==> src/cls_pkg.sv <==
// Shared constants for the compact load/store decoder.
// Assumes a 32-bit core with a little-endian data memory port.
package cls_pkg;

    // Register map, byte addresses on the AXI4-Lite slave
    localparam int          AXI_AW        = 8;
    localparam logic [7:0]  REG_CTRL      = 8'h00;
    localparam logic [7:0]  REG_STATUS    = 8'h04;
    localparam logic [7:0]  REG_COUNT     = 8'h08;
    localparam logic [7:0]  REG_LAST_EA   = 8'h0C;
    localparam int          CTRL_EN_BIT   = 0;
    localparam logic        CTRL_EN_RST   = 1'b1;
    localparam int          STAT_BUSY_BIT = 0;
    localparam int          STAT_ILL_BIT  = 1;
    localparam logic [1:0]  RESP_OKAY     = 2'h0;
    localparam logic [1:0]  RESP_SLVERR   = 2'h2;

    // Opcode patterns of the five formats
    localparam logic [4:0]  OPC_PCREL     = 5'h09;
    localparam logic [3:0]  OPC_REGOFF    = 4'h5;
    localparam logic [2:0]  OPC_IMMOFF    = 3'h3;
    localparam logic [3:0]  OPC_HALFIMM   = 4'h8;

    // Field positions
    localparam int          F_SEXT_SEL    = 9;
    localparam int          F_LOAD        = 11;
    localparam int          F_BYTE_REG    = 10;
    localparam int          F_BYTE_IMM    = 12;
    localparam int          F_SIGN        = 10;
    localparam int          F_HALF        = 11;
    localparam int          F_PC_RD_LSB   = 8;
    localparam int          F_OFF_LSB     = 6;
    localparam int          F_BASE_LSB    = 3;
    localparam int          F_RD_LSB      = 0;

    // Program counter adjust and alignment
    localparam logic [31:0] PC_AHEAD      = 32'h0000_0004;
    localparam logic [31:0] PC_ALIGN_MASK = 32'hFFFF_FFFD;

    // Transfer sizes
    localparam logic [1:0]  SIZE_BYTE     = 2'h0;
    localparam logic [1:0]  SIZE_HALF     = 2'h1;
    localparam logic [1:0]  SIZE_WORD     = 2'h2;

    typedef enum logic [1:0] {
        ST_IDLE   = 2'b00,
        ST_CALC   = 2'b01,
        ST_ACCESS = 2'b10,
        ST_WBACK  = 2'b11
    } cls_state_t;

endpackage : cls_pkg

==> src/cls_decode.sv <==
// Decoder and address generator for compressed load/store formats.
// Assumes an async-read register file and a memory with fixed latency.
//
// Contract
// - PC-relative load adds unsigned offset up to 1020 bytes, loads word.
// - PC base is instruction address plus 4 with bit 1 cleared.
// - Eight-bit word count field shifted left two gives byte offset.
// - Register offset: base plus offset register, low regs, no write-back.
// - Byte store writes only low byte; word store writes whole register.
// - Sign-extend group: half store, half load, signed byte, signed half.
// - Halfword store writes source bits 0-15.
// - Register-offset halfword load clears destination bits 16-31.
// - Signed byte load copies bit 7 into bits 8-31.
// - Signed halfword load copies bit 15 into bits 16-31.
// - Immediate offset adds five-bit field; unscaled for byte accesses.
// - Word immediate offset is field times four.
// - Halfword immediate offset is field times two.
// - Immediate halfword load clears destination bits 16-31.
// - Each transfer takes the same fixed cycles as its full-width twin.
`timescale 1ns/1ps
`default_nettype none
module cls_decode (
    input  wire logic        clk,
    input  wire logic        rst,
    input  wire logic        instr_valid,
    output var  logic        instr_ready,
    input  wire logic [15:0] instr,
    input  wire logic [31:0] instr_addr,
    output var  logic [2:0]  rf_base_sel,
    output var  logic [2:0]  rf_offset_sel,
    output var  logic [2:0]  rf_src_sel,
    input  wire logic [31:0] rf_base_data,
    input  wire logic [31:0] rf_offset_data,
    input  wire logic [31:0] rf_src_data,
    output var  logic        rf_we,
    output var  logic [2:0]  rf_waddr,
    output var  logic [31:0] rf_wdata,
    output var  logic        mem_req,
    output var  logic        mem_we,
    output var  logic [1:0]  mem_size,
    output var  logic [3:0]  mem_be,
    output var  logic [31:0] mem_addr,
    output var  logic [31:0] mem_wdata,
    input  wire logic [31:0] mem_rdata,
    output var  logic        done,
    input  wire logic [7:0]  s_axi_awaddr,
    input  wire logic        s_axi_awvalid,
    output var  logic        s_axi_awready,
    input  wire logic [31:0] s_axi_wdata,
    input  wire logic [3:0]  s_axi_wstrb,
    input  wire logic        s_axi_wvalid,
    output var  logic        s_axi_wready,
    output var  logic [1:0]  s_axi_bresp,
    output var  logic        s_axi_bvalid,
    input  wire logic        s_axi_bready,
    input  wire logic [7:0]  s_axi_araddr,
    input  wire logic        s_axi_arvalid,
    output var  logic        s_axi_arready,
    output var  logic [31:0] s_axi_rdata,
    output var  logic [1:0]  s_axi_rresp,
    output var  logic        s_axi_rvalid,
    input  wire logic        s_axi_rready
);
    cls_pkg::cls_state_t state_reg;
    cls_pkg::cls_state_t state_next;
    logic [15:0] instr_reg;
    logic [31:0] pc_reg;
    logic        enable_reg;
    logic        illegal_reg;
    logic [31:0] count_reg;
    logic [31:0] last_ea_reg;
    logic        signed_reg;
    logic [31:0] ext_data;
    // Format recognition on the incoming word
    wire in_pcrel = instr[15:11] == cls_pkg::OPC_PCREL;
    wire in_legal = in_pcrel
                  | (instr[15:12] == cls_pkg::OPC_REGOFF)
                  | (instr[15:13] == cls_pkg::OPC_IMMOFF)
                  | (instr[15:12] == cls_pkg::OPC_HALFIMM);
    wire take     = instr_valid & instr_ready;
    // Format recognition on the held word
    wire is_pcrel   = instr_reg[15:11] == cls_pkg::OPC_PCREL;
    wire is_regoff  = (instr_reg[15:12] == cls_pkg::OPC_REGOFF)
                    & ~instr_reg[cls_pkg::F_SEXT_SEL];
    wire is_sext    = (instr_reg[15:12] == cls_pkg::OPC_REGOFF)
                    & instr_reg[cls_pkg::F_SEXT_SEL];
    wire is_immoff  = instr_reg[15:13] == cls_pkg::OPC_IMMOFF;
    wire is_halfimm = instr_reg[15:12] == cls_pkg::OPC_HALFIMM;
    wire [7:0] word_count_field   = instr_reg[7:0];
    wire [4:0] short_offset_field = instr_reg[10:6];
    wire       sign_flag          = instr_reg[cls_pkg::F_SIGN];
    wire       half_flag          = instr_reg[cls_pkg::F_HALF];

    // Direction: only the half store in the sign-extend group writes
    wire load_w = is_pcrel
                | (is_sext & (sign_flag | half_flag))
                | (~is_sext & instr_reg[cls_pkg::F_LOAD]);
    wire [1:0] size_w = is_pcrel ? cls_pkg::SIZE_WORD :
        is_regoff ? (instr_reg[cls_pkg::F_BYTE_REG] ?
                     cls_pkg::SIZE_BYTE : cls_pkg::SIZE_WORD) :
        is_sext ? ((sign_flag & ~half_flag) ?
                   cls_pkg::SIZE_BYTE : cls_pkg::SIZE_HALF) :
        is_immoff ? (instr_reg[cls_pkg::F_BYTE_IMM] ?
                     cls_pkg::SIZE_BYTE : cls_pkg::SIZE_WORD) :
        cls_pkg::SIZE_HALF;
    wire signed_w = is_sext & sign_flag;

    // Base and offset of the effective address
    wire [31:0] pc_base = (pc_reg + cls_pkg::PC_AHEAD)
                        & cls_pkg::PC_ALIGN_MASK;
    wire [31:0] base_w = is_pcrel ? pc_base : rf_base_data;
    wire [31:0] offset_w =
        is_pcrel ? {22'h00_0000, word_count_field, 2'h0} :
        (is_regoff | is_sext) ? rf_offset_data :
        (is_immoff & instr_reg[cls_pkg::F_BYTE_IMM]) ?
            {27'h000_0000, short_offset_field} :
        is_immoff ? {25'h000_0000, short_offset_field, 2'h0} :
        {26'h000_0000, short_offset_field, 1'h0};
    wire [31:0] ea_w = base_w + offset_w;

    // Store lanes; narrow data is repeated so any lane carries it
    wire [31:0] wdata_w = (size_w == cls_pkg::SIZE_BYTE) ?
                              {4{rf_src_data[7:0]}} :
                          (size_w == cls_pkg::SIZE_HALF) ?
                              {2{rf_src_data[15:0]}} :
                          rf_src_data;
    wire [3:0]  be_w = (size_w == cls_pkg::SIZE_BYTE) ?
                           (4'h1 << ea_w[1:0]) :
                       (size_w == cls_pkg::SIZE_HALF) ?
                           (ea_w[1] ? 4'hC : 4'h3) :
                       4'hF;
    cls_load_extend u_extend (
        .size     (mem_size),
        .sign_ext (signed_reg),
        .lane     (mem_addr[1:0]),
        .rdata    (mem_rdata),
        .ext_data (ext_data)
    );

    // Fixed sequence: stores two cycles after taking, loads three
    always_comb begin
        state_next = state_reg;
        case (state_reg)
            cls_pkg::ST_IDLE: begin
                if (take && in_legal) begin
                    state_next = cls_pkg::ST_CALC;
                end
            end
            cls_pkg::ST_CALC: begin
                state_next = cls_pkg::ST_ACCESS;
            end
            cls_pkg::ST_ACCESS: begin
                state_next = load_w ? cls_pkg::ST_WBACK :
                                      cls_pkg::ST_IDLE;
            end
            default: begin
                state_next = cls_pkg::ST_IDLE;
            end
        endcase
    end
    wire st_calc   = state_reg == cls_pkg::ST_CALC;
    wire st_access = state_reg == cls_pkg::ST_ACCESS;
    wire st_wback  = state_reg == cls_pkg::ST_WBACK;

    always_ff @(posedge clk) begin
        if (rst) begin
            state_reg   <= cls_pkg::ST_IDLE;
            instr_ready <= 1'b0;
            mem_req     <= 1'b0;
            rf_we       <= 1'b0;
            done        <= 1'b0;
        end else begin
            state_reg   <= state_next;
            instr_ready <= enable_reg & (state_next == cls_pkg::ST_IDLE);
            mem_req     <= st_calc;
            rf_we       <= st_wback;
            done        <= (st_access & ~load_w) | st_wback;
        end
    end

    // Capture on take; register selects drive the file for the next cycle
    always_ff @(posedge clk) begin
        if (rst) begin
            instr_reg     <= 16'h0000;
            pc_reg        <= 32'h0000_0000;
            rf_base_sel   <= 3'h0;
            rf_offset_sel <= 3'h0;
            rf_src_sel    <= 3'h0;
            rf_waddr      <= 3'h0;
        end else if (take && in_legal) begin
            instr_reg     <= instr;
            pc_reg        <= instr_addr;
            rf_base_sel   <= instr[cls_pkg::F_BASE_LSB +: 3];
            rf_offset_sel <= instr[cls_pkg::F_OFF_LSB +: 3];
            rf_src_sel    <= in_pcrel ? instr[cls_pkg::F_PC_RD_LSB +: 3] :
                                        instr[cls_pkg::F_RD_LSB +: 3];
            rf_waddr      <= in_pcrel ? instr[cls_pkg::F_PC_RD_LSB +: 3] :
                                        instr[cls_pkg::F_RD_LSB +: 3];
        end
    end

    // Memory request fields; base register is never written back
    always_ff @(posedge clk) begin
        if (rst) begin
            mem_we      <= 1'b0;
            mem_size    <= cls_pkg::SIZE_WORD;
            mem_be      <= 4'h0;
            mem_addr    <= 32'h0000_0000;
            mem_wdata   <= 32'h0000_0000;
            signed_reg  <= 1'b0;
            last_ea_reg <= 32'h0000_0000;
        end else if (st_calc) begin
            mem_we      <= ~load_w;
            mem_size    <= size_w;
            mem_be      <= be_w;
            mem_addr    <= ea_w;
            mem_wdata   <= wdata_w;
            signed_reg  <= signed_w;
            last_ea_reg <= ea_w;
        end
    end

    always_ff @(posedge clk) begin
        if (rst) begin
            rf_wdata <= 32'h0000_0000;
        end else if (st_wback) begin
            rf_wdata <= ext_data;
        end
    end

    // Register slave: one write and one read in flight
    logic        aw_held_reg;
    logic        w_held_reg;
    logic [7:0]  awaddr_reg;
    logic [31:0] wdata_reg;
    logic [3:0]  wstrb_reg;
    wire aw_fire   = s_axi_awvalid & s_axi_awready;
    wire w_fire    = s_axi_wvalid & s_axi_wready;
    wire wr_do     = aw_held_reg & w_held_reg & ~s_axi_bvalid;
    wire ar_fire   = s_axi_arvalid & s_axi_arready;
    wire wr_ctrl   = awaddr_reg[7:2] == cls_pkg::REG_CTRL[7:2];
    wire wr_status = awaddr_reg[7:2] == cls_pkg::REG_STATUS[7:2];
    wire wr_hit    = wr_ctrl | wr_status;
    wire rd_ctrl   = s_axi_araddr[7:2] == cls_pkg::REG_CTRL[7:2];
    wire rd_status = s_axi_araddr[7:2] == cls_pkg::REG_STATUS[7:2];
    wire rd_count  = s_axi_araddr[7:2] == cls_pkg::REG_COUNT[7:2];
    wire rd_ea     = s_axi_araddr[7:2] == cls_pkg::REG_LAST_EA[7:2];
    wire [31:0] status_w = {30'h0000_0000, illegal_reg,
                            state_reg != cls_pkg::ST_IDLE};
    wire [31:0] rd_mux = rd_ctrl   ? {31'h0000_0000, enable_reg} :
                         rd_status ? status_w :
                         rd_count  ? count_reg :
                         rd_ea     ? last_ea_reg : 32'h0000_0000;
    always_ff @(posedge clk) begin
        if (rst) begin
            aw_held_reg   <= 1'b0;
            w_held_reg    <= 1'b0;
            awaddr_reg    <= 8'h00;
            wdata_reg     <= 32'h0000_0000;
            wstrb_reg     <= 4'h0;
            s_axi_awready <= 1'b0;
            s_axi_wready  <= 1'b0;
            s_axi_bvalid  <= 1'b0;
            s_axi_bresp   <= cls_pkg::RESP_OKAY;
        end else begin
            s_axi_awready <= ~aw_fire & ~aw_held_reg & ~s_axi_bvalid;
            s_axi_wready  <= ~w_fire & ~w_held_reg & ~s_axi_bvalid;
            if (aw_fire) begin
                aw_held_reg <= 1'b1;
                awaddr_reg  <= s_axi_awaddr;
            end
            if (w_fire) begin
                w_held_reg <= 1'b1;
                wdata_reg  <= s_axi_wdata;
                wstrb_reg  <= s_axi_wstrb;
            end
            if (wr_do) begin
                aw_held_reg  <= 1'b0;
                w_held_reg   <= 1'b0;
                s_axi_bvalid <= 1'b1;
                s_axi_bresp  <= wr_hit ? cls_pkg::RESP_OKAY :
                                         cls_pkg::RESP_SLVERR;
            end else if (s_axi_bvalid && s_axi_bready) begin
                s_axi_bvalid <= 1'b0;
            end
        end
    end

    always_ff @(posedge clk) begin
        if (rst) begin
            s_axi_arready <= 1'b0;
            s_axi_rvalid  <= 1'b0;
            s_axi_rdata   <= 32'h0000_0000;
            s_axi_rresp   <= cls_pkg::RESP_OKAY;
        end else begin
            s_axi_arready <= ~ar_fire & ~s_axi_rvalid;
            if (ar_fire) begin
                s_axi_rvalid <= 1'b1;
                s_axi_rdata  <= rd_mux;
                s_axi_rresp  <= (rd_ctrl | rd_status | rd_count | rd_ea) ?
                                cls_pkg::RESP_OKAY : cls_pkg::RESP_SLVERR;
            end else if (s_axi_rready) begin
                s_axi_rvalid <= 1'b0;
            end
        end
    end

    // Illegal flag: a new event wins over a software clear
    wire ill_set = take & ~in_legal;
    wire ill_clr = wr_do & wr_status & wstrb_reg[0]
                 & wdata_reg[cls_pkg::STAT_ILL_BIT];
    always_ff @(posedge clk) begin
        if (rst) begin
            enable_reg  <= cls_pkg::CTRL_EN_RST;
            illegal_reg <= 1'b0;
            count_reg   <= 32'h0000_0000;
        end else begin
            if (wr_do && wr_ctrl && wstrb_reg[0]) begin
                enable_reg <= wdata_reg[cls_pkg::CTRL_EN_BIT];
            end
            illegal_reg <= ill_set | (illegal_reg & ~ill_clr);
            if ((st_access && !load_w) || st_wback) begin
                count_reg <= count_reg + 32'h0000_0001;
            end
        end
    end

endmodule : cls_decode
`default_nettype wire

==> src/cls_load_extend.sv <==
// Lane selection and extension of loaded data into a register value.
// Assumes the memory returns the whole aligned word, little endian.
`timescale 1ns/1ps
`default_nettype none
module cls_load_extend (
    input  wire logic [1:0]  size,
    input  wire logic        sign_ext,
    input  wire logic [1:0]  lane,
    input  wire logic [31:0] rdata,
    output var  logic [31:0] ext_data
);
    logic [7:0]  byte_sel;
    logic [15:0] half_sel;

    assign byte_sel = (lane == 2'h0) ? rdata[7:0]   :
                      (lane == 2'h1) ? rdata[15:8]  :
                      (lane == 2'h2) ? rdata[23:16] : rdata[31:24];
    assign half_sel = lane[1] ? rdata[31:16] : rdata[15:0];

    always_comb begin
        ext_data = rdata;
        if (size == cls_pkg::SIZE_BYTE) begin
            if (sign_ext) begin
                ext_data = {{24{byte_sel[7]}}, byte_sel};
            end else begin
                ext_data = {24'h00_0000, byte_sel};
            end
        end else if (size == cls_pkg::SIZE_HALF) begin
            if (sign_ext) begin
                ext_data = {{16{half_sel[15]}}, half_sel};
            end else begin
                ext_data = {16'h0000, half_sel};
            end
        end
    end
endmodule : cls_load_extend
`default_nettype wire

==> config.mk <==
export PLATFORM = sky130hd
export DESIGN_NAME = cls_decode
export DESIGN_NICKNAME = d
export VERILOG_FILES = /design/src/cls_pkg.sv /design/src/cls_decode.sv /design/src/cls_load_extend.sv
export SDC_FILE = /design/constraint.sdc
export NUM_CORES = 1
export LEC_CHECK = 0
export CORE_MARGIN = 2
export CORE_UTILIZATION = 35
export CTS_BUF_LIST = sky130_fd_sc_hd__clkbuf_16
export DETAILED_ROUTE_END_ITERATION = 12
export DONT_BUFFER_PORTS = 1
export HOLD_SLACK_MARGIN = 0.03
export PLACE_DENSITY_LB_ADDON = 0.2
export SLEW_MARGIN = 20
export SYNTH_ARGS = -nofsm -noshare
export SYNTH_HDL_FRONTEND = slang
export SYNTH_HIERARCHICAL = 1
export SYNTH_SLANG_ARGS = --single-unit
export TNS_END_PERCENT = 50
==> constraint.sdc <==
create_clock -name clk -period 4.7 [get_ports clk]
set_input_delay 0.47 -clock clk [delete_from_list [all_inputs] [get_ports clk]]
set_output_delay 0.47 -clock clk [all_outputs]
set_load 0.005 [all_outputs]
==> results.md, run 1 <==
STA:
- The max-slew violation total from the final report is 0.
- The tightest hold path in the finished design has a slack of 0.05173 ns.
- The slew at the pin with the worst max-slew slack is approximately 1.2 ns.
- The post-layout minimum cycle time is 3.957 ns.
- Dividing the final minimum period by the clock period gives a little over four fifths.
- Across all setup checks in the final design, the least slack found is roughly 0.74 ns.
- Setup violations remaining at the end of the flow were counted as 0.
- Across the routed clock network, the largest skew measured is roughly 0.013 ns.
- Static timing analysis puts the maximum clock frequency at between 200 and 300 MHz.
- The worst relative slew slack is between 20% and 30%.
- The hold violation total from the final report is 0.
- Summed over all failing endpoints, the final setup total negative slack is 0 ns.
- Setup repair after global routing left no endpoint under its margin.

GRT:
- The wire length of the first global-routing pass is roughly 67000 um.
- The number of global-route vias before repair is roughly 12000.
- Entering global routing, the biggest net connects between 200 and 250 pins.
- Global routing finished with a remaining overflow of 0.
- The global router's overall resource usage is a little over a fifth.
- The number of antenna violations at the first check in global routing is 6.

Routing:
- Dividing the detail-routed via count by the number of cells gives ~5.4.
- The antenna violation net count after detailed routing is 0.
- The iteration count of the initial detailed-routing pass is 5.
- The total detailed-routing wirelength is 43660 um.
- Dividing the detail-routed wire length by the instance count gives about 19 um.
- The via count is roughly 12000.
- The number of design rule violations left after detail routing is 0.
- The iteration-0 DRC count of the detailed router is 715.

CTS:
- The maximum count of clock buffers along a single path is 3.
- The number of H-tree branching levels is 1.
- The count of hold-fix buffers inserted at cts is around 60.
- The number of clock sinks seen by CTS is about 240.
- The later pin in the worst-skew pair is clocked with a latency of roughly 0.58 ns.
- After clock tree synthesis, the setup repair step added 0 buffers.
- The tree is rooted in a clkbuf_16.
- The number of clock buffers added by TritonCTS is 30.
- The post-CTS resize count is 0.
- Clock-pin slew was measured on the worst setup and hold paths at approximately 0.06 ns.
- TritonCTS built the clock tree.

Power:
- In this run the power density over the cells is about 320 nW/um2.
- The analysis attributes to cell leakage a power of between 0.005 and 0.006 uW.
- The worst-case IR drop observed on VDD is about 0.00028 V.

Cells and area:
- The number of fill cells in the layout is approximately 4000.
- The area of the multi-input gates is between 7000 and 8000 um2.
- The share of final-layout standard cells stronger than drive strength 1 is approximately 5.5%.
- The sequential cell area is approximately 5000 um2.
- At the end of the flow, the number of nets in the layout was between 2000 and 2500.
- The area growth from synthesis to layout is 14.05%.
- The post-route non-filler standard cell count is 2297.

Die:
- After floorplanning, the core was divided into a little over 70 placement rows.
- The initial utilization of the core area, before any placement, comes to between 30% and 40%.
- The die is roughly 200 um tall.
- 396 I/O pins were placed.
- The core region area is ~37000 um2.
- The die area is 39370 um2.
- The die outline width is between 150 and 200 um.

Setup path:
- The kind of start point of the critical path is a flop.
- The required time at the endpoint of the critical path is 5.19 ns.
- The slowest stage of the critical path belongs to the cell ha_1.
- The largest fanout of any net on the critical path is 33.
- Traced cell by cell, the critical path runs through nor2_1 > nand3_2 > buf_12 > nand2_1 > o21ai_0 > ha_1 > and3_1 > nor3b_1 > nand3_1 > a21oi_1 > o21ai_0 > a2111o_1 > o221ai_1.
- The worst path arrival time is about 4.5 ns.
- The flop-to-flop setup slack is between 0.7 and 0.8 ns.
- The worst setup path is captured at a flop.
- The library cell appearing most often on the critical path is o21ai_0.
- The delay of the slowest critical-path stage is between 0.5 and 0.6 ns.
- The critical path in this run is classified as flop to flop.

Yosys:
- The share of synthesized flip-flops with an asynchronous set or reset is 0%.
- In this run, synthesis inferred 0 flip-flops with an integrated enable.
- Sequential cells were found to cover a little under two fifths of the synthesized design area.
- The average footprint of a synthesized cell is 7.424 um2.
- The cell count after synthesis came out at around 1800.
- The count of distinct cell types in the synthesized netlist is between 70 and 80.
- The synthesis-stage register bit count is between 200 and 250.
- The Yosys step of the flow raised 6 warnings.
- The flip-flop cell with the highest count after synthesis is dfxtp_1.
- The synthesized cell area is between 10000 and 15000 um2.

Placed design:
- The post-placement cell count is ~2200.
- The worst setup timing slack at the placement stage is approximately 0.83 ns.
- The routability-driven placement congestion ratio is roughly 0.88.
- The count of buffers added on input and output ports is 0.
- The placed wire-length estimate is 31270 um.

Worst hold path:
- The worst hold-check path type is input port to flop.

Run status:
- The flow ran to the end, and the final reports show no timing, DRC or antenna violations.

Job:
- The max-cap check violation count is 0.
==> worst paths after layout <==
path                                     start               to  cells after the start
worst min-delay path            instr_addr[30]       pc_reg[30]                      2
worst max-delay path             instr_reg[12]  last_ea_reg[27]                     13
worst min register to register   awaddr_reg[5]    awaddr_reg[5]                      2
worst max register to register   instr_reg[12]  last_ea_reg[27]                     13
==> per-stage QoR <==
step                      utilization, %  total power, uW  cell area (um2)
after global placement             36.07             2511            13520
final                              40.25             4762            15090
after detailed placement           36.07             2515            13520
after CTS                          40.23             4829            15080
after global routing               40.24             4964            15080
after floorplan                        -             2450            13230
==> area by class of cell <==
type                            count  share of cell area (%)
Tap cell                          511                   4.237
Multi-Input combinational cell   1382                   51.36
Timing Repair Buffer               75                   4.992
Clock buffer                       30                   4.975
Sequential cell                   244                   32.37
Antenna cell                        2                 0.03317
Clock inverter                     25                   1.335
Inverter                           28                  0.6965
==> kinds of logic (layout without fill, tap and decap cells) <==
family	Yosys count	count (layout)	synth area share, %
simple gates	764	764	25.69
compound gates	487	487	22.36
flops	244	244	36.92
buf+inv	157	158	4.956
xor+xnor	66	66	4.369
fa+ha+maj	35	35	3.367
mux	28	28	2.317
other cells	1	4	0.02834
==> where the power goes <==
| part | internal (uW) | leakage [uW] | switching, uW |
|---|---|---|---|
| registers | 2120 | 0.00197 | 64.9 |
| clock network | 1270 | 0.000483 | 947 |
| logic | 143 | 0.00290 | 217 |
| total | 3530 | 0.00535 | 1230 |
==> worst max-delay path, delay by kind of cell (launching register included) <==
kind,cells,cell delay [ns]
AOI/OAI and AO/OA,5,1.11
and+or+nand+nor,6,1.42
buffers and inverters,1,0.36
adders and majority gates,1,0.52
DFF,1,0.44
==> synth_stat cells (3+ instances only) <==
| cell | count | area, um2 |
|---|---|---|
| a311o_1 | 3 | 30.03 |
| a211o_1 | 4 | 35.03 |
| mux2i_1 | 16 | 160.2 |
| and2_1 | 32 | 200.2 |
| o211ai_1 | 10 | 75.07 |
| a21o_1 | 15 | 112.6 |
| o21bai_1 | 4 | 30.03 |
| nor2b_1 | 13 | 81.33 |
| a211oi_1 | 18 | 135.1 |
| xor2_1 | 35 | 306.5 |
| nor3b_1 | 3 | 22.52 |
| nand4_1 | 22 | 137.6 |
| and4_1 | 11 | 96.34 |
| o21ai_0 | 99 | 495.5 |
| a31oi_1 | 24 | 150.1 |
| buf_1 | 7 | 26.28 |
| mux2_2 | 11 | 123.9 |
| and3_1 | 14 | 87.58 |
| a221oi_1 | 12 | 105.1 |
| nand2b_1 | 7 | 43.79 |
| a22oi_1 | 39 | 292.8 |
| clkbuf_1 | 98 | 367.9 |
| or2_2 | 4 | 25.02 |
| nor3_1 | 22 | 110.1 |
| nand3_1 | 53 | 265.3 |
| nor4_1 | 6 | 37.54 |
| or3_1 | 14 | 87.58 |
| inv_1 | 27 | 101.4 |
| dfxtp_1 | 244 | 4885 |
| xnor2_1 | 31 | 271.5 |
| buf_2 | 10 | 50.05 |
| a21boi_1 | 3 | 22.52 |
| nand2_1 | 378 | 1419 |
| nor2_1 | 168 | 630.6 |
| nor4b_1 | 3 | 26.28 |
| o22ai_1 | 7 | 43.79 |
| a22o_1 | 9 | 78.83 |
| buf_4 | 12 | 90.09 |
| o21ai_1 | 9 | 45.04 |
| or4_1 | 3 | 22.52 |
| ha_1 | 34 | 425.4 |
| a21oi_1 | 203 | 1016 |
==> cell usage in the layout (no fill, tap or decap), types with 5 or more instances in the layout <==
master,count
nand2_1,377
dfxtp_1,244
a21oi_1,203
nor2_1,166
o21ai_0,99
dlygate4sd3_1,58
nand3_1,52
a22oi_1,39
xor2_1,35
ha_1,34
inv_1,33
and2_1,31
xnor2_1,31
clkbuf_16,30
a31oi_1,24
nand4_1,22
nor3_1,22
a211oi_1,18
mux2i_1,16
a21o_1,15
and3_1,14
or3_1,14
buf_4,14
nor2b_1,12
a221oi_1,12
and4_1,11
mux2_2,11
o211ai_1,10
a22o_1,9
o21ai_1,8
clkinv_1,7
o22ai_1,7
nor4_1,6
nand2b_1,6
clkinv_2,5
==> layer usage <==
metal	vias up	GRT usage (%)	wire length, um	share of wire [%]
li1	6194	-	-	-
met1	5797	29.38	20220	46
met2	377	33.55	19090	44
met3	76	5.273	3218	7.4
met4	10	5.611	1077	2.5
met5	-	0	57	0.13
Power figures use the tool's default switching activity.
==> inputs of run 2 (changes only) <==
==> constraint.sdc (replaced) <==
create_clock -name clk -period 3.9 [get_ports clk]
set_input_delay 0.39 -clock clk [delete_from_list [all_inputs] [get_ports clk]]
set_output_delay 0.39 -clock clk [all_outputs]
set_load 0.005 [all_outputs]
==> run 2 against run 1 <==
  * Non-clock buffer count grew 56
  * Clock-buffer cell count down 1
  * Worst setup slack worse by 0.54 ns
  * Die area did not move
  * Final cell count is 2.2% higher
  * Register-to-register slack lost 0.54 ns
  * Largest power group is now sequential cells
==> results.md, run 2 (synthesis gave the netlist of run 1 again) <==
CTS:
- The maximum count of clock buffers along a single path is 3 (unchanged).
- The clock root buffer is clkbuf_16.
- The CTS clock-pin slew for the worst setup and hold paths came to 0.07 ns (about the same).
- The number of H-tree branching levels is 1 (unchanged).
- The number of buffers inserted to repair setup after CTS is 0 (unchanged).
- TritonCTS built the clock tree.
- The clock latency on the worst-skew pair came to 0.57 ns (about the same).
- The total clock buffers created by CTS is 29 (-3.3%).
- The number of clock sinks seen by CTS is 244 (unchanged).

Routing:
- The total detailed-routing wirelength is 45040 um (+3.1%).
- The number of design rule violations left after detail routing is 0 (unchanged).
- The via count is 12720 (+2.2%).
- The iteration count of the initial detailed-routing pass is 5 (unchanged).
- The iteration-0 DRC count of the detailed router is 806 (+13%).
- The antenna violation net count after detailed routing was 0 (unchanged).
- The mean routed wirelength per cell came to 19.19 um (+0.94%).
- The via density per instance is 5.421 (about the same).

Setup path:
- By startpoint and endpoint, the worst setup path is classified as flop to flop.
- The worst setup path is captured at a flop.
- The required time at the endpoint of the critical path is 4.41 ns (-0.78 ns).
- The largest fanout of any net on the critical path is 12 (-64%).
- STA classifies the critical path startpoint as a flop.
- The worst path arrival time was 4.20 ns (-0.25 ns).

GRT:
- The met2 routing resource usage after global routing is 34.42% (+0.87 points).
- The total overflow reported by the global router is 0 (unchanged).
- The met3 capacity usage during global routing is 4.968% (-0.31 points).
- The met1 track demand over resource is 30.81% (+1.4 points).
- The number of global-route vias before repair is 12110 (+3.3%).
- The global router's overall resource usage was 22.11% (+0.70 points).
- The wire length of the first global-routing pass was 69060 um (+3.2%).
- The global routing's busiest layer is met2.
- The number of antenna violations at the first check in global routing is 6 (unchanged).
- The maximum number of pins on one net before global-route repair is 209 (+2.0%).

STA:
- The final setup TNS is 0 ns (unchanged).
- The worst relative slew slack came to 26.31% (+3.4 points).
- The maximum clock rate is 270.8 MHz (+7.1%).
- Setup repair after global routing left no endpoint under its margin.
- The post-layout minimum cycle time is 3.693 ns (-0.2637 ns).
- The fraction of the cycle the final worst path needs was 94.70% (+11 points).
- The worst-case clock skew came to 0.01020 ns (-0.002564 ns).
- The total of endpoints with negative setup slack in the final report is 0 (unchanged).
- The max-slew violation total from the final report is 0 (unchanged).
- The slew at the pin with the worst max-slew slack came to 1.105 ns (-0.05133 ns).
- The hold violation total from the final report is 0 (unchanged).

Placed design:
- The cell area reported after detailed placement is 13560 um2 (+0.31%).
- The placed wire-length estimate is 31720 um (+1.4%).
- The post-placement cell count was 2188 (+0.32%).
- The number of port buffers came to 0 (unchanged).
- The routability-driven placement congestion ratio was 0.8984 (+1.9%).

Worst hold path:
- The worst hold path belongs to the class input port to flop.

Run status:
- The run finished with clean final reports.

Die:
- The core region area is 37490 um2 (unchanged).
- The number of ports placed on the die boundary was 396 (unchanged).
- The die area is 39370 um2 (unchanged).
- The die outline width is 198.4 um (unchanged).
- The effective utilization at floorplan is 35.29% (unchanged).
- The count of standard-cell rows is 71 (unchanged).
- The die outline height came to 198.4 um (unchanged).

Cells and area:
- The final non-filler cell area is 15580 um2 (+3.2%).
- The number of antenna cells inserted is 0 (-2).
- The number of fill cells in the layout is 3899 (-1.7%).
- The share of final-layout standard cells stronger than drive strength 1 is 5.882% (+0.39 points).
- The most common library cell in the layout ignoring fill and taps is nand2_1.
- The post-route non-filler standard cell count is 2347 (+2.2%).
- The count of nets after finishing is 2087 (+2.7%).
- Compared with the post-synthesis result, the final layout area differs by 17.76%.
- The top cell types in the final layout, fill and taps aside, are nand2_1, dfxtp_1, a21oi_1.

Power:
- The cell leakage power is 0.005584 uW (+4.3%).
- The power per cell area is 367.6 nW/um2 (+16%).
- The peak ir drop on the vdd network is 0.0003298 V (+20%).

Job:
- The max-cap check violation count came to 0 (unchanged).
## run 2: changes by cell type in the layout (fill, tap and decap cells not counted), sizes merged
cell / delta
diode: -2
clkinv: -5
clkinvlp: -1
inv: +3
clkbuf: -1
dlygate4sd3: +49
buf: +7
## run 2: through the flow
step	utilization, %	setup slack, ns	hold slack, ns	power [uW]
2_1_floorplan	-	0.2799	0.4262	2953
3_3_place_gp	36.17	0.2746	0.4400	3032
3_5_place_dp	36.18	0.1924	0.4456	3037
4_1_cts	41.50	0.1912	0.03041	5802
5_1_grt	41.56	0.01598	0.05715	5958
6_report	41.56	0.2067	0.06627	5728
## run 2: timing repair
| item | 4_1_cts | 5_1_grt |
|---|---|---|
| setup endpoints to repair | 0 | 10 |
| hold buffers | 108 | 0 |
| resized for setup | 0 | 5 |
| endpoints found under the hold margin | 224 | 0 |
## run 2: power by group
part | switching, uW | internal (uW) | leakage [uW] | total, uW
Clock | 1130 | 1480 | 0.000467 | 2610
Combinational | 279 | 204 | 0.00314 | 483
Sequential | 79.1 | 2550 | 0.00197 | 2630
Total | 1490 | 4240 | 0.00558 | 5730
## run 2: routing by layer
layer	part of all wire [%]	vias up
met3	7.1	81
met4	2.6	12
met1	46	5948
met5	0.18	-
li1	-	6287
met2	44	394
## run 2: final cells by class
class                   count  area, um2  share of cell area [%]
multi-input cells        1382       7769                   49.86
flip-flops and latches    244       4886                   31.36
repair buffers            131       1284                   8.240
clock buffers              29      725.7                   4.658
well taps                 511      639.4                   4.104
clock inverters            22      171.4                   1.100
inverters                  28      105.1                  0.6746
## run 2: final timing paths
path	to	slack (ns)	startpoint	depth (start not counted)
setup / recovery	last_ea_reg[24]	0.21	instr_reg[13]	12
hold / removal	rf_waddr[0]	0.07	instr[0]	2
hold reg to reg	awaddr_reg[3]	0.45	awaddr_reg[3]	2
setup reg to reg	last_ea_reg[24]	0.21	instr_reg[13]	12
## run 2: critical path: stages (launching register included)
cell,delay (ns)
dfxtp_1,0.58
mux2_2,0.39
a22o_1,0.18
a221oi_1,0.25
nor2_1,0.08
ha_1,0.32
nor2b_1,0.17
o311ai_1,0.45
a211o_1,0.29
o21ba_1,0.25
nor3_1,0.08
or4_1,0.52
nand3_1,0.08
==> inputs of run 3 (changes only) <==
--- a/config.mk
+++ b/config.mk
@@ -5,7 +5,7 @@
 export SDC_FILE = /design/constraint.sdc
 export NUM_CORES = 1
 export LEC_CHECK = 0
-export CORE_MARGIN = 2
+export CORE_MARGIN = 5
 export CORE_UTILIZATION = 35
 export CTS_BUF_LIST = sky130_fd_sc_hd__clkbuf_16
 export DETAILED_ROUTE_END_ITERATION = 12
==> constraint.sdc (replaced) <==
create_clock -name clk -period 3.9 [get_ports clk]
set_input_delay 0.585 -clock clk [delete_from_list [all_inputs] [get_ports clk]]
set_output_delay 0.585 -clock clk [all_outputs]
set_load 0.005 [all_outputs]
==> run 3 against run 2 <==
  * Design area decreased by 7.2%
  * Non-clock buffer count decreased by 106
  * Clock power fell by 5%
  * Critical path depth rose by 1
  * Die area up 6.1%
  * Register-to-register slack improved by 0.06 ns
  * Final cell count fell by 4.5%
  * Via count decreased by 3.4%
  * Power fell by 4.3%
  * Combinational power shrank 26%
  * Routed wire length down 0.65%
==> results.md, run 3 (synthesis gave the netlist of run 1 again) <==
Die:
- The effective utilization at floorplan is 35.29% (unchanged).
- The core region area was 37490 um2 (unchanged).
- The count of standard-cell rows is 71 (unchanged).
- The number of ports placed on the die boundary is 396 (unchanged).
- The die area was 41790 um2 (+6.1%).
- The die outline height is 204.4 um (+3.0%).
- The die outline width came to 204.4 um (+3.0%).

STA:
- The slew at the pin with the worst max-slew slack came to 0.9800 ns (-0.1253 ns).
- The maximum clock rate came to 275.6 MHz (+1.8%).
- The final setup TNS is 0 ns (unchanged).
- The hold violation total from the final report is 0 (unchanged).
- The total of endpoints with negative setup slack in the final report is 0 (unchanged).
- The worst-case clock skew came to 0.01640 ns (+0.006209 ns).
- The max-slew violation total from the final report came to 0 (unchanged).
- The fraction of the cycle the final worst path needs is 93.05% (-1.7 points).
- The post-layout minimum cycle time is 3.629 ns (-0.06447 ns).
- The post-route worst hold slack is 0.1080 ns (+0.04170 ns).
- Setup repair after global routing left no endpoint under its margin.
- The worst relative slew slack is 34.51% (+8.2 points).

GRT:
- The total overflow reported by the global router is 0 (unchanged).
- The number of antenna violations at the first check in global routing is 6 (unchanged).
- The wire length of the first global-routing pass is 68520 um (-0.77%).
- The met2 routing resource usage after global routing was 30.22% (-4.2 points).
- The global routing's busiest layer is met2.
- The number of global-route vias before repair is 11550 (-4.7%).
- The maximum number of pins on one net before global-route repair was 218 (+4.3%).
- The global router's overall resource usage came to 20.30% (-1.8 points).
- The met3 capacity usage during global routing is 6.077% (+1.1 points).
- The met1 track demand over resource is 29.02% (-1.8 points).

Placed design:
- The routability-driven placement congestion ratio is 0.8739 (-2.7%).
- The post-placement cell count is 2190 (+0.091%).
- The number of port buffers is 0 (unchanged).
- The placed wire-length estimate is 33090 um (+4.3%).

Setup path:
- The worst setup path category is flop to flop.
- The delay of the slowest critical-path stage is 0.55 ns (-0.03 ns).
- The combined buffer and inverter count along the critical path came to 1 (+1).
- The number of cells traversed by the worst register-to-register path is 13 (+1).
- Traced cell by cell, the critical path runs through buf_4 > nor2b_1 > a22o_1 > a221oi_1 > nor2_1 > ha_1 > a21o_1 > a221o_1 > a21oi_2 > a21boi_1 > a31oi_1 > xor2_1 > o22ai_1.
- The worst setup path is captured at a flop.
- The worst path arrival time is 4.06 ns (-0.14 ns).
- The instance count on the critical path came to 13 (+1).
- The cell class contributing the biggest share of worst-path delay is compound AO/OA/AOI/OAI gates.
- The cell with the largest stage delay on the worst path is dfxtp_1.
- The required time at the endpoint of the critical path is 4.33 ns (-0.08 ns).
- The largest fanout of any net on the critical path is 10 (-2).
- The worst setup path is launched from a flop.

Cells and area:
- In the layout the commonest cells are nand2_1, dfxtp_1, a21oi_1.
- The share of final-layout standard cells stronger than drive strength 1 is 5.903% (+0.020 points).
- The count of nets after finishing is 1981 (-5.1%).
- Leaving out fill and tap cells, the most frequent cell in the layout is nand2_1.
- The area growth from synthesis to layout is 9.296%.
- The post-route non-filler standard cell count came to 2242 (-4.5%).

CTS:
- The clock latency on the worst-skew pair is 0.58 ns (about the same).
- TritonCTS built the clock tree.
- The CTS clock-pin slew for the worst setup and hold paths is 0.06 ns (about the same).
- The number of clock sinks seen by CTS is 244 (unchanged).
- The number of buffers inserted to repair setup after CTS came to 0 (unchanged).
- The clock root buffer is clkbuf_16.
- The number of H-tree branching levels is 1 (unchanged).
- The maximum count of clock buffers along a single path is 3 (unchanged).
- The total clock buffers created by CTS is 29 (unchanged).

Power:
- The power per cell area came to 378.9 nW/um2 (+3.1%).
- The peak ir drop on the vdd network is 0.0003303 V (+0.15%).
- The cell leakage power was 0.005104 uW (-8.6%).

Routing:
- The iteration count of the initial detailed-routing pass is 5 (unchanged).
- The antenna violation net count after detailed routing is 0 (unchanged).
- The mean routed wirelength per cell was 19.96 um (+4.0%).
- The via density per instance is 5.479 (+1.1%).
- The iteration-0 DRC count of the detailed router is 855 (+6.1%).
- The via count is 12280 (-3.4%).
- The number of design rule violations left after detail routing was 0 (unchanged).
- The total detailed-routing wirelength came to 44740 um (-0.65%).

Run status:
- The flow ran to the end, and the final reports show no timing, DRC or antenna violations.

Worst hold path:
- The number of cells on the worst hold path was 1 (-1).
- The worst hold-check path type is input port to flop.

Job:
- The max-cap check violation count came to 0 (unchanged).
run 3: cell count changes in the layout (fill, tap and decap cells not counted), sizes merged:
cell,delta
bufinv,-1
buf,+1
clkinv,-2
dlygate4sd3,-107
diode,+3
clkinvlp,+1
run 3: metrics by stage:
stage | setup WS [ns] | instance area, um2 | total power (uW) | util (%)
2_1_floorplan | 0.2799 | 13230 | 2953 | -
3_3_place_gp | 0.3033 | 13590 | 3034 | 36.25
3_5_place_dp | 0.2849 | 13590 | 3039 | 36.25
4_1_cts | 0.2670 | 14440 | 5565 | 38.53
5_1_grt | 0.03539 | 14460 | 5711 | 38.56
6_report | 0.2711 | 14460 | 5479 | 38.57
run 3: routing by layer:
layer | part of all wire (%) | vias to the layer above
met3 | 8.4 | 69
met2 | 42 | 366
li1 | - | 6079
met1 | 47 | 5764
met4 | 2.3 | 6
met5 | 0.087 | -
run 3: path summary, 6_finish.rpt:
check,endpoint,startpoint,slack (ns)
max,last_ea_reg[17],instr_reg[13],0.27
min,last_ea_reg[21],rst,0.11
max reg2reg,last_ea_reg[17],instr_reg[13],0.27
min reg2reg,wstrb_reg[0],wstrb_reg[0],0.46
run 3: final cells by class:
cell class                 count  area (um2)
tap                          511       639.4
fill                        4063       23030
multi-input combinational   1382        7755
clock buffer                  29       725.7
timing repair buffer          25       212.7
inverter                      28       105.1
clock inverter                20       130.1
sequential                   244        4885
antenna                        3       7.507
run 3: what timing repair did:
item,in CTS,in global routing
setup endpoints to repair,0,1
resized for setup,0,2
hold buffers,0,0
run 3: report_power, final:
part | total (uW) | internal, uW | switching, uW
clock | 2490 | 1400 | 1090
combinational | 357 | 133 | 224
sequential | 2630 | 2550 | 76.3
